[config.mk]
export PLATFORM = sky130hd
export DESIGN_NAME = txsel_top
export DESIGN_NICKNAME = d
export VERILOG_FILES = /design/src/logic/txsel_pkg.sv /design/src/logic/txsel_drive_pin.sv /design/src/logic/txsel_aux_mux.sv /design/src/logic/txsel_top.sv
export SDC_FILE = /design/constraint.sdc
export NUM_CORES = 1
export LEC_CHECK = 0
export ABC_AREA = 0
export BUFFER_PORTS_ARGS = -buffer_cell sky130_fd_sc_hd__buf_2
export CAP_MARGIN = 10
export CORE_ASPECT_RATIO = 0.5
export CORE_MARGIN = 8
export CORE_UTILIZATION = 30
export DETAILED_ROUTE_END_ITERATION = 8
export PLACE_DENSITY_LB_ADDON = 0.08
export SLEW_MARGIN = 20
export SYNTH_ARGS = -nofsm -noshare
export SYNTH_HDL_FRONTEND = slang
export SYNTH_SLANG_ARGS = --single-unit
[constraint.sdc]
create_clock -name mclk -period 1.6 [get_ports mclk]
set_input_delay 0.08 -clock mclk [delete_from_list [all_inputs] [get_ports mclk]]
set_output_delay 0.08 -clock mclk [all_outputs]
set_load 0.03 [all_outputs]
[src/logic/txsel_pkg.sv]
package txsel_pkg;
  // Register map
  localparam logic [3:0] TXSEL_ADDR_SOURCE_SELECT = 4'h0;
  localparam logic [3:0] TXSEL_ADDR_CARRIER_CTRL = 4'h1;
  localparam logic [3:0] TXSEL_ADDR_TEST_SELECT = 4'h2;
  // Source select fields
  localparam int TXSEL_EXT_MOD_LSB = 6;
  localparam int TXSEL_DRV_LSB = 4;
  localparam int TXSEL_AUX_LSB = 0;
  localparam logic [7:0] TXSEL_SOURCE_SELECT_RST = 8'h10;
  // Carrier control fields
  localparam int TXSEL_INV_B_ON_BIT = 7;
  localparam int TXSEL_INV_A_ON_BIT = 6;
  localparam int TXSEL_INV_B_OFF_BIT = 5;
  localparam int TXSEL_INV_A_OFF_BIT = 4;
  localparam int TXSEL_EN_B_BIT = 1;
  localparam int TXSEL_EN_A_BIT = 0;
  localparam logic [7:0] TXSEL_CARRIER_CTRL_RST = 8'h80;
  // Test select fields
  localparam int TXSEL_TBUS_PICK_LSB = 0;
  localparam int TXSEL_EXT_TEST_LSB = 3;
  localparam logic [7:0] TXSEL_TEST_SELECT_RST = 8'h00;

  typedef enum logic [1:0] {
    TXSEL_DRV_TRI = 2'b00,
    TXSEL_DRV_CODER = 2'b01,
    TXSEL_DRV_EXT_ENV = 2'b10,
    TXSEL_DRV_HIGH = 2'b11
  } txsel_drv_t;

  typedef enum logic [3:0] {
    TXSEL_AUX_TRI = 4'b0000,
    TXSEL_AUX_LOW = 4'b0001,
    TXSEL_AUX_HIGH = 4'b0010,
    TXSEL_AUX_TBUS = 4'b0011,
    TXSEL_AUX_CODER = 4'b0100,
    TXSEL_AUX_TX_STREAM = 4'b0101,
    TXSEL_AUX_CARD_MOD = 4'b0110,
    TXSEL_AUX_RX_STREAM = 4'b0111,
    TXSEL_AUX_F_RX = 4'b1000,
    TXSEL_AUX_F_TX = 4'b1001,
    TXSEL_AUX_F_COMP = 4'b1010,
    TXSEL_AUX_F_RSVD = 4'b1011,
    TXSEL_AUX_A_RX_CAR = 4'b1100,
    TXSEL_AUX_A_TX_CAR = 4'b1101,
    TXSEL_AUX_A_RX_RAW = 4'b1110,
    TXSEL_AUX_A_ENV_RAW = 4'b1111
  } txsel_aux_t;
endpackage

[src/logic/txsel_drive_pin.sv]
`timescale 1ns/1ps
`default_nettype none
// One antenna output: source pick and inversion
module txsel_drive_pin
  import txsel_pkg::*;
(
  input wire logic mclk,
  input wire logic rst,
  input wire logic [1:0] source_sel,
  input wire logic coder_env,
  input wire logic ext_env,
  input wire logic carrier_en,
  input wire logic inv_on,
  input wire logic inv_off,
  output logic pin_out,
  output logic pin_oe
);
  logic level;
  logic invert;
  logic out_ff;
  logic oe_ff;

  assign invert = carrier_en ? inv_on : inv_off;

  always_comb begin
    case (source_sel)
      TXSEL_DRV_TRI: level = 1'b0;
      TXSEL_DRV_CODER: level = coder_env;
      TXSEL_DRV_EXT_ENV: level = ext_env;
      TXSEL_DRV_HIGH: level = 1'b1;
      default: level = 1'b0;
    endcase
  end

  always_ff @(posedge mclk or posedge rst) begin
    if (rst) begin
      out_ff <= 1'b0;
      oe_ff <= 1'b0;
    end else begin
      out_ff <= level ^ invert;
      oe_ff <= (source_sel != TXSEL_DRV_TRI);
    end
  end

  assign pin_out = out_ff;
  assign pin_oe = oe_ff;
endmodule
`default_nettype wire

[src/logic/txsel_aux_mux.sv]
`timescale 1ns/1ps
`default_nettype none
// Auxiliary output source mux
module txsel_aux_mux
  import txsel_pkg::*;
#(
  parameter int TBUS_W = 8
)
(
  input wire logic mclk,
  input wire logic rst,
  input wire logic [3:0] source_sel,
  input wire logic [TBUS_W-1:0] test_bus,
  input wire logic [2:0] test_bus_bit_pick,
  input wire logic coder_env,
  input wire logic tx_stream,
  input wire logic card_mod,
  input wire logic rx_stream,
  input wire logic f_rx,
  input wire logic f_tx,
  input wire logic f_comp,
  input wire logic a_rx_car,
  input wire logic a_tx_car,
  input wire logic a_rx_raw,
  input wire logic a_env_raw,
  output logic pin_out,
  output logic pin_oe
);
  logic level;
  logic drive;
  logic out_ff;
  logic oe_ff;

  always_comb begin
    drive = 1'b1;
    level = 1'b0;
    case (source_sel)
      TXSEL_AUX_TRI: drive = 1'b0;
      TXSEL_AUX_LOW: level = 1'b0;
      TXSEL_AUX_HIGH: level = 1'b1;
      TXSEL_AUX_TBUS: level = test_bus[test_bus_bit_pick];
      TXSEL_AUX_CODER: level = coder_env;
      TXSEL_AUX_TX_STREAM: level = tx_stream;
      TXSEL_AUX_CARD_MOD: level = card_mod;
      TXSEL_AUX_RX_STREAM: level = rx_stream;
      TXSEL_AUX_F_RX: level = f_rx;
      TXSEL_AUX_F_TX: level = f_tx;
      TXSEL_AUX_F_COMP: level = f_comp;
      TXSEL_AUX_F_RSVD: level = 1'b0;
      TXSEL_AUX_A_RX_CAR: level = a_rx_car;
      TXSEL_AUX_A_TX_CAR: level = a_tx_car;
      TXSEL_AUX_A_RX_RAW: level = a_rx_raw;
      TXSEL_AUX_A_ENV_RAW: level = a_env_raw;
      default: drive = 1'b0;
    endcase
  end

  always_ff @(posedge mclk or posedge rst) begin
    if (rst) begin
      out_ff <= 1'b0;
      oe_ff <= 1'b0;
    end else begin
      out_ff <= level;
      oe_ff <= drive;
    end
  end

  assign pin_out = out_ff;
  assign pin_oe = oe_ff;
endmodule
`default_nettype wire

[src/logic/txsel_top.sv]
`timescale 1ns/1ps
`default_nettype none
// Overview of operation
// Bits 7:6 pick modulator pin: tristate, coder, external envelope, test.
// Bits 5:4 pick both antenna outputs: tristate, coder, envelope, high.
// Constant high on antennas follows each output's inversion bits.
// Aux codes 0000/0001/0010 give tristate, low, high.
// Aux code 0011 outputs the picked test-bus bit.
// Aux 0100 coder envelope, 0101 transmit serial stream.
// Aux 0110 outputs regenerated delayed card modulation.
// Software must hold receive mode for receiver-derived outputs.
// Software avoids code 0110 in type-A mode.
// Aux 0111 outputs received serial stream.
// Software avoids code 0111 in type-A mode.
// Aux 1000 rx, 1001 tx, 1010 comparator; 1011 reserved.
// Aux 1100-1111 type-A carrier and unfiltered receive signals.
// Invert output by on-bit when carrier enabled, else off-bit.
// Selection changes reach outputs by the cycle after the write; the registered outputs here change on the edge after the write loads the register.
module txsel_top
  import txsel_pkg::*;
#(
  parameter int TBUS_W = 8
)
(
  input wire logic mclk,
  input wire logic rst,
  input wire logic [3:0] reg_addr,
  input wire logic [7:0] reg_wdata,
  input wire logic reg_wr,
  input wire logic reg_rd,
  output logic [7:0] reg_rdata,
  input wire logic coder_env,
  input wire logic envelope_in_pin,
  input wire logic tx_stream,
  input wire logic card_mod,
  input wire logic rx_stream,
  input wire logic f_rx,
  input wire logic f_tx,
  input wire logic f_comp,
  input wire logic a_rx_car,
  input wire logic a_tx_car,
  input wire logic a_rx_raw,
  input wire logic a_env_raw,
  input wire logic [TBUS_W-1:0] test_bus,
  input wire logic [3:0] ext_test_sources,
  output logic ext_modulator_pin_out,
  output logic ext_modulator_pin_oe,
  output logic antenna_drive_a_out,
  output logic antenna_drive_a_oe,
  output logic antenna_drive_b_out,
  output logic antenna_drive_b_oe,
  output logic aux_signal_out_pin_out,
  output logic aux_signal_out_pin_oe
);
  ////////////////////////////////////////////////////////////////////////////
  logic [7:0] transmit_source_select_ff;
  logic [7:0] carrier_ctrl_ff;
  logic [7:0] test_select_reg_one_ff;
  logic [7:0] rdata_ff;
  logic [1:0] ext_modulator_source_sel;
  logic [1:0] antenna_driver_source_sel;
  logic [3:0] aux_output_source_sel;
  logic [2:0] test_bus_bit_pick;
  logic [1:0] ext_mod_test_pattern;
  logic ext_level;
  logic ext_mod_out_ff;
  logic ext_mod_oe_ff;

  assign ext_modulator_source_sel =
    transmit_source_select_ff[TXSEL_EXT_MOD_LSB +: 2];
  assign antenna_driver_source_sel =
    transmit_source_select_ff[TXSEL_DRV_LSB +: 2];
  assign aux_output_source_sel =
    transmit_source_select_ff[TXSEL_AUX_LSB +: 4];
  assign test_bus_bit_pick =
    test_select_reg_one_ff[TXSEL_TBUS_PICK_LSB +: 3];
  assign ext_mod_test_pattern =
    test_select_reg_one_ff[TXSEL_EXT_TEST_LSB +: 2];

  ////////////////////////////////////////////////////////////////////////////
  // Register writes
  always_ff @(posedge mclk or posedge rst) begin
    if (rst) begin
      transmit_source_select_ff <= TXSEL_SOURCE_SELECT_RST;
    end else if (reg_wr && reg_addr == TXSEL_ADDR_SOURCE_SELECT) begin
      transmit_source_select_ff <= reg_wdata;
    end
  end

  always_ff @(posedge mclk or posedge rst) begin
    if (rst) begin
      carrier_ctrl_ff <= TXSEL_CARRIER_CTRL_RST;
    end else if (reg_wr && reg_addr == TXSEL_ADDR_CARRIER_CTRL) begin
      carrier_ctrl_ff <= reg_wdata;
    end
  end

  always_ff @(posedge mclk or posedge rst) begin
    if (rst) begin
      test_select_reg_one_ff <= TXSEL_TEST_SELECT_RST;
    end else if (reg_wr && reg_addr == TXSEL_ADDR_TEST_SELECT) begin
      test_select_reg_one_ff <= reg_wdata;
    end
  end

  ////////////////////////////////////////////////////////////////////////////
  // Register reads, data in the next cycle only
  always_ff @(posedge mclk or posedge rst) begin
    if (rst) begin
      rdata_ff <= 8'h00;
    end else if (reg_rd) begin
      case (reg_addr)
        TXSEL_ADDR_SOURCE_SELECT: rdata_ff <= transmit_source_select_ff;
        TXSEL_ADDR_CARRIER_CTRL: rdata_ff <= carrier_ctrl_ff;
        TXSEL_ADDR_TEST_SELECT: rdata_ff <= test_select_reg_one_ff;
        default: rdata_ff <= 8'h00;
      endcase
    end else begin
      rdata_ff <= 8'h00;
    end
  end

  assign reg_rdata = rdata_ff;

  ////////////////////////////////////////////////////////////////////////////
  // External modulator pin
  always_comb begin
    case (ext_modulator_source_sel)
      2'b00: ext_level = 1'b0;
      2'b01: ext_level = coder_env;
      2'b10: ext_level = envelope_in_pin;
      2'b11: ext_level = ext_test_sources[ext_mod_test_pattern];
      default: ext_level = 1'b0;
    endcase
  end

  always_ff @(posedge mclk or posedge rst) begin
    if (rst) begin
      ext_mod_out_ff <= 1'b0;
      ext_mod_oe_ff <= 1'b0;
    end else begin
      ext_mod_out_ff <= ext_level;
      ext_mod_oe_ff <= (ext_modulator_source_sel != 2'b00);
    end
  end

  assign ext_modulator_pin_out = ext_mod_out_ff;
  assign ext_modulator_pin_oe = ext_mod_oe_ff;

  ////////////////////////////////////////////////////////////////////////////
  // Antenna drivers
  txsel_drive_pin u_drive_a (
    .mclk(mclk),
    .rst(rst),
    .source_sel(antenna_driver_source_sel),
    .coder_env(coder_env),
    .ext_env(envelope_in_pin),
    .carrier_en(carrier_ctrl_ff[TXSEL_EN_A_BIT]),
    .inv_on(carrier_ctrl_ff[TXSEL_INV_A_ON_BIT]),
    .inv_off(carrier_ctrl_ff[TXSEL_INV_A_OFF_BIT]),
    .pin_out(antenna_drive_a_out),
    .pin_oe(antenna_drive_a_oe)
  );

  txsel_drive_pin u_drive_b (
    .mclk(mclk),
    .rst(rst),
    .source_sel(antenna_driver_source_sel),
    .coder_env(coder_env),
    .ext_env(envelope_in_pin),
    .carrier_en(carrier_ctrl_ff[TXSEL_EN_B_BIT]),
    .inv_on(carrier_ctrl_ff[TXSEL_INV_B_ON_BIT]),
    .inv_off(carrier_ctrl_ff[TXSEL_INV_B_OFF_BIT]),
    .pin_out(antenna_drive_b_out),
    .pin_oe(antenna_drive_b_oe)
  );

  ////////////////////////////////////////////////////////////////////////////
  // Auxiliary signal output; receive-path codes rely on software
  txsel_aux_mux #(
    .TBUS_W(TBUS_W)
  ) u_aux (
    .mclk(mclk),
    .rst(rst),
    .source_sel(aux_output_source_sel),
    .test_bus(test_bus),
    .test_bus_bit_pick(test_bus_bit_pick),
    .coder_env(coder_env),
    .tx_stream(tx_stream),
    .card_mod(card_mod),
    .rx_stream(rx_stream),
    .f_rx(f_rx),
    .f_tx(f_tx),
    .f_comp(f_comp),
    .a_rx_car(a_rx_car),
    .a_tx_car(a_tx_car),
    .a_rx_raw(a_rx_raw),
    .a_env_raw(a_env_raw),
    .pin_out(aux_signal_out_pin_out),
    .pin_oe(aux_signal_out_pin_oe)
  );
endmodule
`default_nettype wire

# After elaboration in Yosys (flattened, before gate mapping)
# Cells that the tools add are included.
[totals] register_bits=39 in_bits=40 output_inout_bits=16 elab_cells=57
[op_classes] magnitude_cmp=2 n_eq_ne=21 mux=12 n_bitwise=2 reduce_logical=9
[op_table] cell="4-bit equality test (second input constant)" count=7
[op_table] cell="8-bit case mux with 3 select lines" count=1
[op_table] cell="4-bit by 3-bit equality test with 1-bit output (second input constant)" count=4
[op_table] cell="1-bit case mux with 13 select lines" count=1
[op_table] cell="4-bit by 2-bit equality test with 1-bit output (second input constant)" count=3
[op_table] cell="2-bit equality test (second input constant)" count=4
[op_table] cell="4-bit zero test" count=2
[op_table] cell="8-bit 2-to-1 mux" count=1
[op_table] cell="1-bit case mux with 4 select lines" count=2
[op_table] cell="1-bit 2-to-1 mux" count=5
[op_table] cell="2-bit by 1-bit equality test with 1-bit output (second input constant)" count=2
[op_table] cell="4-bit by 1-bit equality test with 1-bit output (second input constant)" count=1
[op_table] cell="2-bit zero test" count=2
[op_table] cell="3-bit by 4-bit less-than comparator with 1-bit output (second input constant)" count=1
[op_table] cell="2-bit nonzero test" count=2
[op_table] cell="1-bit binary-select mux with 3-bit select" count=1
[op_table] cell="1-bit logical AND" count=3
[op_table] cell="2-bit by 3-bit less-than comparator with 1-bit output (second input constant)" count=1
[op_table] cell="1-bit binary-select mux with 2-bit select" count=1
[op_table] cell="1-bit bitwise XOR" count=2

# Depth between registers and ports, before layout
# Gate-level depths: netlist of the first run.
[depth] ltp_word=3 depth_mapped=5 ltp_nobuf=4

# By module
# Synthesis of the first run repeated with hierarchy kept, for this count alone.
[unflattened] hier_cells=145 hier_area_um2=1903.1
[modules_own_cells] module="txsel_top" instances=1 cells_each=99 area_per_inst_um2=1466.4 seq_area_each_um2=853.3
[modules_own_cells] module="txsel_aux_mux" instances=1 cells_each=28 area_per_inst_um2=254.0 seq_area_each_um2=50.0
[modules_own_cells] module="txsel_drive_pin" instances=2 cells_each=9 area_per_inst_um2=91.3 seq_area_each_um2=50.0

# Worst setup path after synthesis of the first run
# OpenSTA, ideal clock, no wires.
[synth_path] path_type="flip-flop to flip-flop" from="register test_select_reg_one_ff[0]" to="register u_aux.out_ff, in the netlist u_aux.pin_out" setup_time_ps=125 arrival_ps=1300 required_time_ps=1475 slack_ps=176 stages_incl_launch_ff=5 path_buffers=0 synth_period_minus_slack_ps=1424 cell_sequence="dfrtp_1 -> mux4_1 -> mux2_2 -> nand4_1 -> o21ai_1"
[synth_via] elab_chain_len=3
[synth_lines] element="from (decl)" line_no="txsel_top.sv:58" rtl="logic [7:0] test_select_reg_one_ff;"
[synth_lines] element="from (signal assigned)" line_no="txsel_top.sv:102" rtl="test_select_reg_one_ff <= reg_wdata;"
[synth_lines] element="1-bit binary-select mux with 3-bit select" line_no="txsel_aux_mux.sv:41" rtl="TXSEL_AUX_TBUS: level = test_bus[test_bus_bit_pick];"
[synth_lines] element="1-bit 2-to-1 mux (not written as such)" line_no="txsel_aux_mux.sv:41"
[synth_lines] element="1-bit case mux with 13 select lines" line_no="txsel_aux_mux.sv:37" rtl="case (source_sel)"
[synth_lines] element="net u_aux.level" line_no="txsel_aux_mux.sv:29" rtl="logic level;"
[synth_lines] element="to (signal assigned)" line_no="txsel_aux_mux.sv:63" rtl="out_ff <= level;"
[synth_lines] element="to (decl)" line_no="txsel_aux_mux.sv:31" rtl="logic out_ff;"
# The timed path passes the listed nets, and every way through them passes these cells. The select of a mux whose other input is x is not followed.
# A chain may end at the register's enable or synchronous reset.

# Worst setup path in the final report of the first run
# Same ends and word-level chain as after synthesis.

==> flow_summary.yaml, run 1 <==
critical_path:
  worstPathMaxFanout: 4
  critPathLaunchType: "register"
  required_ps: 1760
  worstPathArrival_ps: 1660
  cp-end-kind: "register"
  path_class: "register to register"
clocking:
  clock-root-buffer: "clkbuf_16"
  numClockSinks: 39
  cts_tree: "yes"
  cts_buffer_depth: 2
  ctsResizeCount: 0
  clock_latency_ps: 280
  htreeDepth: 2
  cts.clk_slew.worst_paths_ps: 60
  cts_buffers: 5
timing:
  worst_pin_slew_ps: 497
  final_max_slew_viol_count: 0
  fin_skew_ps: 4.94
  fin_ws_ps: 99.7
  setup_violations: 0
  setup_tns_ps: 0
  max_freq_mhz: 667
  period_minus_slack_ps: 1500
  period_share_pct: 93.8
  max-slew-margin-rel_pct: 66.9
  hold_violations: 0
  grt_setup_unrepaired: "false"
route:
  wl_per_cell_um: 15.9
  totalWireLength_mm: 4.49
  dr.pass1.iters: 4
  drt-initial-drc-count: 52
  ant_nets: 0
  via_per_inst: 4.62
  vias: 1308
  route.detailed.drc: 0
synth:
  synth_fp_nets: 184
  yosysSeqAreaShare_pct: 53.5
  synth.area.top_cells: "dfrtp_1 (51%), mux2_2 (17%), mux2i_1 (6.0%)"
  synth_area_per_cell_um2: 12.7
  synth_cell_type_count: 27
  synth_top_cell_by_area: "dfrtp_1"
  syn_area_um2: 1830
  syn_inst: 144
  synth_warnings: 0
  synth_top_area_share_pct: 50.6
  ys_ff_latch: 39
floorplan:
  die_x_um: 126
  die_area_um2: 9010
  die_h_um: 71.2
  core_area_um2: 5980
  row_count: 20
  io_pins: 56
  start_util_pct: 30.6
power:
  power_mw: 3.10
  irDropWorstVdd_v: 0.000381
  static-leakage-power_nw: 1.14
  powerDensity_nw_per_um2: 1320
placement:
  routabilityCongestion: 0.693
  place_ws_ps: 95.6
  portBuffers: 55
  dp_hpwl_mm: 3.41
min_path:
  hp-class: "primary input to register"
finish:
  drive_above_1_share_pct: 49.5
  register_area_um2: 978
  fillers: 605
  multi_input_area_um2: 805
  n_antenna_cell: 0
  final_nets: 246
  area_delta_synth_final_pct: 28.4
global_route:
  grt_pass1_vias: 1531
  grt_pass1_wl_mm: 7.72
  antenna_found_initial: 0
  track_usage_pct: 10.8
  grt_max_degree: 40
  grt_overflow: 0
run:
  cap_violations: 0
run_status:
  status: "completed"
==> registers in the layout, indices dropped and copies added (netlist names) <==
| register | count |
|---|---|
| u_drive_b.pin_oe | 1 |
| ext_modulator_pin_oe | 1 |
| carrier_ctrl_ff | 8 |
| u_aux.pin_oe | 1 |
| u_drive_a.pin_out | 1 |
| test_select_reg_one_ff | 8 |
| u_drive_b.pin_out | 1 |
| reg_rdata | 8 |
| transmit_source_select_ff | 8 |
| ext_modulator_pin_out | 1 |
| u_aux.pin_out | 1 |
==> per-layer routing <==
metal  vias up  GRT usage (%)  share of wire, %
met5         -              0                 0
met4         0           3.57               1.1
met3         6           3.18               6.3
met2        39           17.2                44
met1       630           13.7                48
li1        633              -                 -
==> through the flow <==
step,std cells,hold slack [ps],util (%),instance area [um2]
after detailed placement,275,237,36.9,2210
final,283,64.7,39.3,2350
after floorplan,144,225,-,1830
after CTS,283,62.1,39.3,2350
after global placement,275,235,36.9,2210
after global routing,283,73.5,39.3,2350
==> kinds of logic after synthesis <==
kind of cell / Yosys count / synth area share, %
xor+xnor: 2 / 0.957
flops: 39 / 53.5
compound gates: 16 / 5.19
simple gates: 36 / 9.84
buf+inv: 9 / 2.60
mux: 42 / 28.0
==> worst paths after layout <==
kind,to,cells past startpoint,startpoint,slack (ps)
worst max-delay path,u_aux.pin_out,4,test_select_reg_one_ff[0],100
worst min-delay path,carrier_ctrl_ff[4],2,reg_wdata[4],60
worst max register to register,u_aux.pin_out,4,test_select_reg_one_ff[0],100
worst min register to register,test_select_reg_one_ff[5],1,test_select_reg_one_ff[5],510
max in group asynchronous,transmit_source_select_ff[4],4,rst,760
min in group asynchronous,reg_rdata[7],4,rst,460
==> layout make-up <==
class | instances | share of cell area [%]
Multi-Input combinational cell | 96 | 34.2
Tap cell | 77 | 4.10
Sequential cell | 39 | 41.6
Timing Repair Buffer | 62 | 14.1
Clock buffer | 7 | 5.64
Inverter | 2 | 0.319
==> worst max-delay path, cell delays in order, from the launching register on <==
cell and delay (ps):
dfrtp_1 420, mux4_1 550, mux2_2 270, nand4_1 80, o21ai_1 60
==> cell usage after synthesis <==
master / n
a21oi_1: 10
a311oi_1: 2
buf_2: 4
buf_4: 2
clkbuf_2: 1
dfrtp_1: 37
dfstp_2: 2
inv_1: 2
mux2_2: 27
mux2i_1: 11
mux4_1: 2
mux4_2: 2
nand2_1: 6
nand3_1: 1
nand3_2: 1
nand3b_1: 1
nand4_1: 1
nand4b_2: 1
nor2_1: 21
nor2b_1: 1
nor3_4: 1
o211a_1: 1
o21a_1: 1
o21ai_0: 1
o21ai_1: 1
or2_2: 2
xnor2_1: 2
==> cells in the final DEF (no fill, tap or decap), types with 2 or more instances in the layout <==
cell,n
dfrtp_1,37
nand2_1,6
buf_2,55
inv_1,2
a21oi_1,10
mux2_2,27
buf_4,6
a311oi_1,2
dfstp_2,2
clkbuf_1,2
mux4_2,2
xnor2_1,2
clkbuf_16,5
mux2i_1,11
or2_2,2
nor2_1,21
mux4_1,2
==> report_power, final <==
part | switching [mW] | internal, mW | leakage, nW
Combinational | 0.411 | 0.394 | 0.590
Clock | 0.347 | 0.569 | 0.0640
Sequential | 0.167 | 1.21 | 0.483
==> timing repair <==
action	4_1_cts	5_1_grt
buffers inserted	0	0
hold endpoints to repair	37	0
hold buffers	1	0
(Power assumes the default switching activity.)
==> run 2: changes to the inputs <==
--- a/config.mk
+++ b/config.mk
@@ -6,12 +6,11 @@
 export NUM_CORES = 1
 export LEC_CHECK = 0
 export ABC_AREA = 0
-export BUFFER_PORTS_ARGS = -buffer_cell sky130_fd_sc_hd__buf_2
 export CAP_MARGIN = 10
 export CORE_ASPECT_RATIO = 0.5
-export CORE_MARGIN = 8
 export CORE_UTILIZATION = 30
 export DETAILED_ROUTE_END_ITERATION = 8
+export DONT_BUFFER_PORTS = 1
 export PLACE_DENSITY_LB_ADDON = 0.08
 export SLEW_MARGIN = 20
 export SYNTH_ARGS = -nofsm -noshare
==> run 2 against run 1 <==
Against the previous run:
- total power up 4.5%
- clock skew down 2.4 ps
- largest cell class unchanged
- final area down 6.7%
- die area down 29%
- combinational power down 35%
- setup slack worse by 2.8 ps
- utilization down 0.68 points
- global-route usage up 3.4 points
==> flow_summary.yaml, run 2 (synthesized netlist as in run 1, its figures left out) <==
floorplan:
  die_x_um: 112
  die_h_um: 57.2
  die_area_um2: 6440
  io_pins: 56
  start_util_pct: 32.2
  core_area_um2: 5680
  row_count: 19
min_path:
  holdPathEnd: "reg_rdata[6]"
  hold_depth: 3
  hp-class: "primary input to register"
  hp-start: "reg_addr[1]"
global_route:
  track_usage_pct: 14.1
  grt_pass1_wl_mm: 6.57
  grt_pass1_vias: 1185
  grt_max_degree: 40
  grt_overflow: 0
  antenna_found_initial: 0
clocking:
  clock-root-buffer: "clkbuf_16"
  htreeDepth: 2
  clock_latency_ps: 280
  numClockSinks: 39
  cts_buffers: 5
  cts_tree: "yes"
  cts_buffer_depth: 2
  cts.clk_slew.worst_paths_ps: 60
timing:
  grt_setup_unrepaired: "false"
  setup_violations: 0
  max-slew-margin-rel_pct: 64.5
  fin_skew_ps: 2.56
  final_max_slew_viol_count: 0
  period_minus_slack_ps: 1500
  worst_pin_slew_ps: 533
  setup_tns_ps: 0
  hold_violations: 0
  period_share_pct: 93.9
  fin_ws_ps: 96.9
  max_freq_mhz: 665
placement:
  place_ws_ps: 88.8
  dpl.cell_count: 215
  routabilityCongestion: 0.705
  dp_hpwl_mm: 2.89
  portBuffers: 0
critical_path:
  r2r-start: "test_select_reg_one_ff[0]"
  slowest_delay_ps: 560
  critPathLaunchType: "register"
  worstPathMaxFanout: 4
  required_ps: 1770
  worstPathArrival_ps: 1670
  cp-end-kind: "register"
  critPathBufInv: 0
  path_class: "register to register"
  cp_slowest_cell: "mux4_1"
  r2r_end: "u_aux.pin_out"
  path_delay_family: "multiplexers"
  r2r_cells: 4
  rrSetupSlack_ps: 100
  path_cells: "mux4_1, mux2_2, nand4_1, o21ai_1"
run:
  cap_violations: 0
run_status:
  status: "completed"
finish:
  utilization_pct: 38.6
  drive_above_1_share_pct: 30.6
  final-instance-count-excl-fill: 233
  n_antenna_cell: 0
  area_delta_synth_final_pct: 19.8
  final_cell_mix: "dfrtp_1 (37), mux2_2 (27), nor2_1 (21), mux2i_1 (11)"
  final_nets: 199
  final_common_cell: "dfrtp_1"
route:
  totalWireLength_mm: 4.14
  via_per_inst: 5.00
  ant_nets: 0
  drt-initial-drc-count: 37
  vias: 1164
  wl_per_cell_um: 17.8
  dr.pass1.iters: 4
  route.detailed.drc: 0
power:
  seq_power_share_pct: 47.9
  powerDensity_nw_per_um2: 1470
  irDropWorstVdd_v: 0.000378
  p_int_mw: 2.30
  clkPwrFrac_pct: 36.1
  comb_power_share_pct: 16.1
  p_sw_mw: 0.932
  power_mw: 3.24
  switching_share_pct: 28.8
  static-leakage-power_nw: 0.964
[run 2: cell types whose count changed in the layout (fill, tap and decap cells not counted), sizes merged]
cell         change
bufinv           +1
clkinv           +1
dlygate4sd3      +9
buf             -56
clkbuf           -1
[run 2: power by group through the flow]
| stage | registers, mW | logic (mW) | clock network [mW] |
|---|---|---|---|
| floorplan | 1.47 | 0.485 | 0 |
| global placement | 1.57 | 0.500 | 0 |
| detailed placement | 1.57 | 0.502 | 0 |
| CTS | 1.56 | 0.531 | 1.18 |
| global route | 1.59 | 0.584 | 1.23 |
| finish | 1.55 | 0.520 | 1.17 |
[run 2: tightest hold or removal path, delay by kind of cell]
family / cells / cell delay (ps)
AND/OR/NAND/NOR: 2 / 70
AO/OA/AOI/OAI: 1 / 100
[run 2: worst max path at each step]
stage                               from       endpoint  cells past startpoint
6_report       test_select_reg_one_ff[0]  u_aux.pin_out                      4
5_1_grt        test_select_reg_one_ff[0]  u_aux.pin_out                      4
4_1_cts        test_select_reg_one_ff[0]  u_aux.pin_out                      4
3_5_place_dp   test_select_reg_one_ff[0]  u_aux.pin_out                      4
3_3_place_gp   test_select_reg_one_ff[0]  u_aux.pin_out                      4
2_1_floorplan  test_select_reg_one_ff[0]  u_aux.pin_out                      4
[run 2: per-layer routing]
layer | GRT usage [%] | up-vias | part of all wire, %
li1 | - | 538 | -
met1 | 19.3 | 577 | 49
met2 | 21.5 | 47 | 43
met3 | 5.42 | 2 | 7.7
met4 | 3.43 | 0 | 0.46
met5 | 0 | - | 0
[run 2: final cells by class]
type	count	area (um2)
sequential	39	978
fill	563	3490
tap	73	91.3
multi-input combinational	96	805
timing repair buffer	15	138
inverter	2	7.51
clock inverter	2	35.0
clock buffer	6	139
[run 2: through the flow]
stage | hold slack, ps | cell area, um2
final | 14.5 | 2190
after global routing | 16.0 | 2190
after CTS | 5.82 | 2190
after detailed placement | 130 | 1920
after global placement | 129 | 1920
after floorplan | 225 | 1830
[run 2: timing repair]
action | in CTS | in global routing
resized for setup | 0 | 0
hold endpoints to repair | 62 | 0
hold buffers | 10 | 0
setup buffers | 0 | 0
setup endpoints to repair | 0 | 0
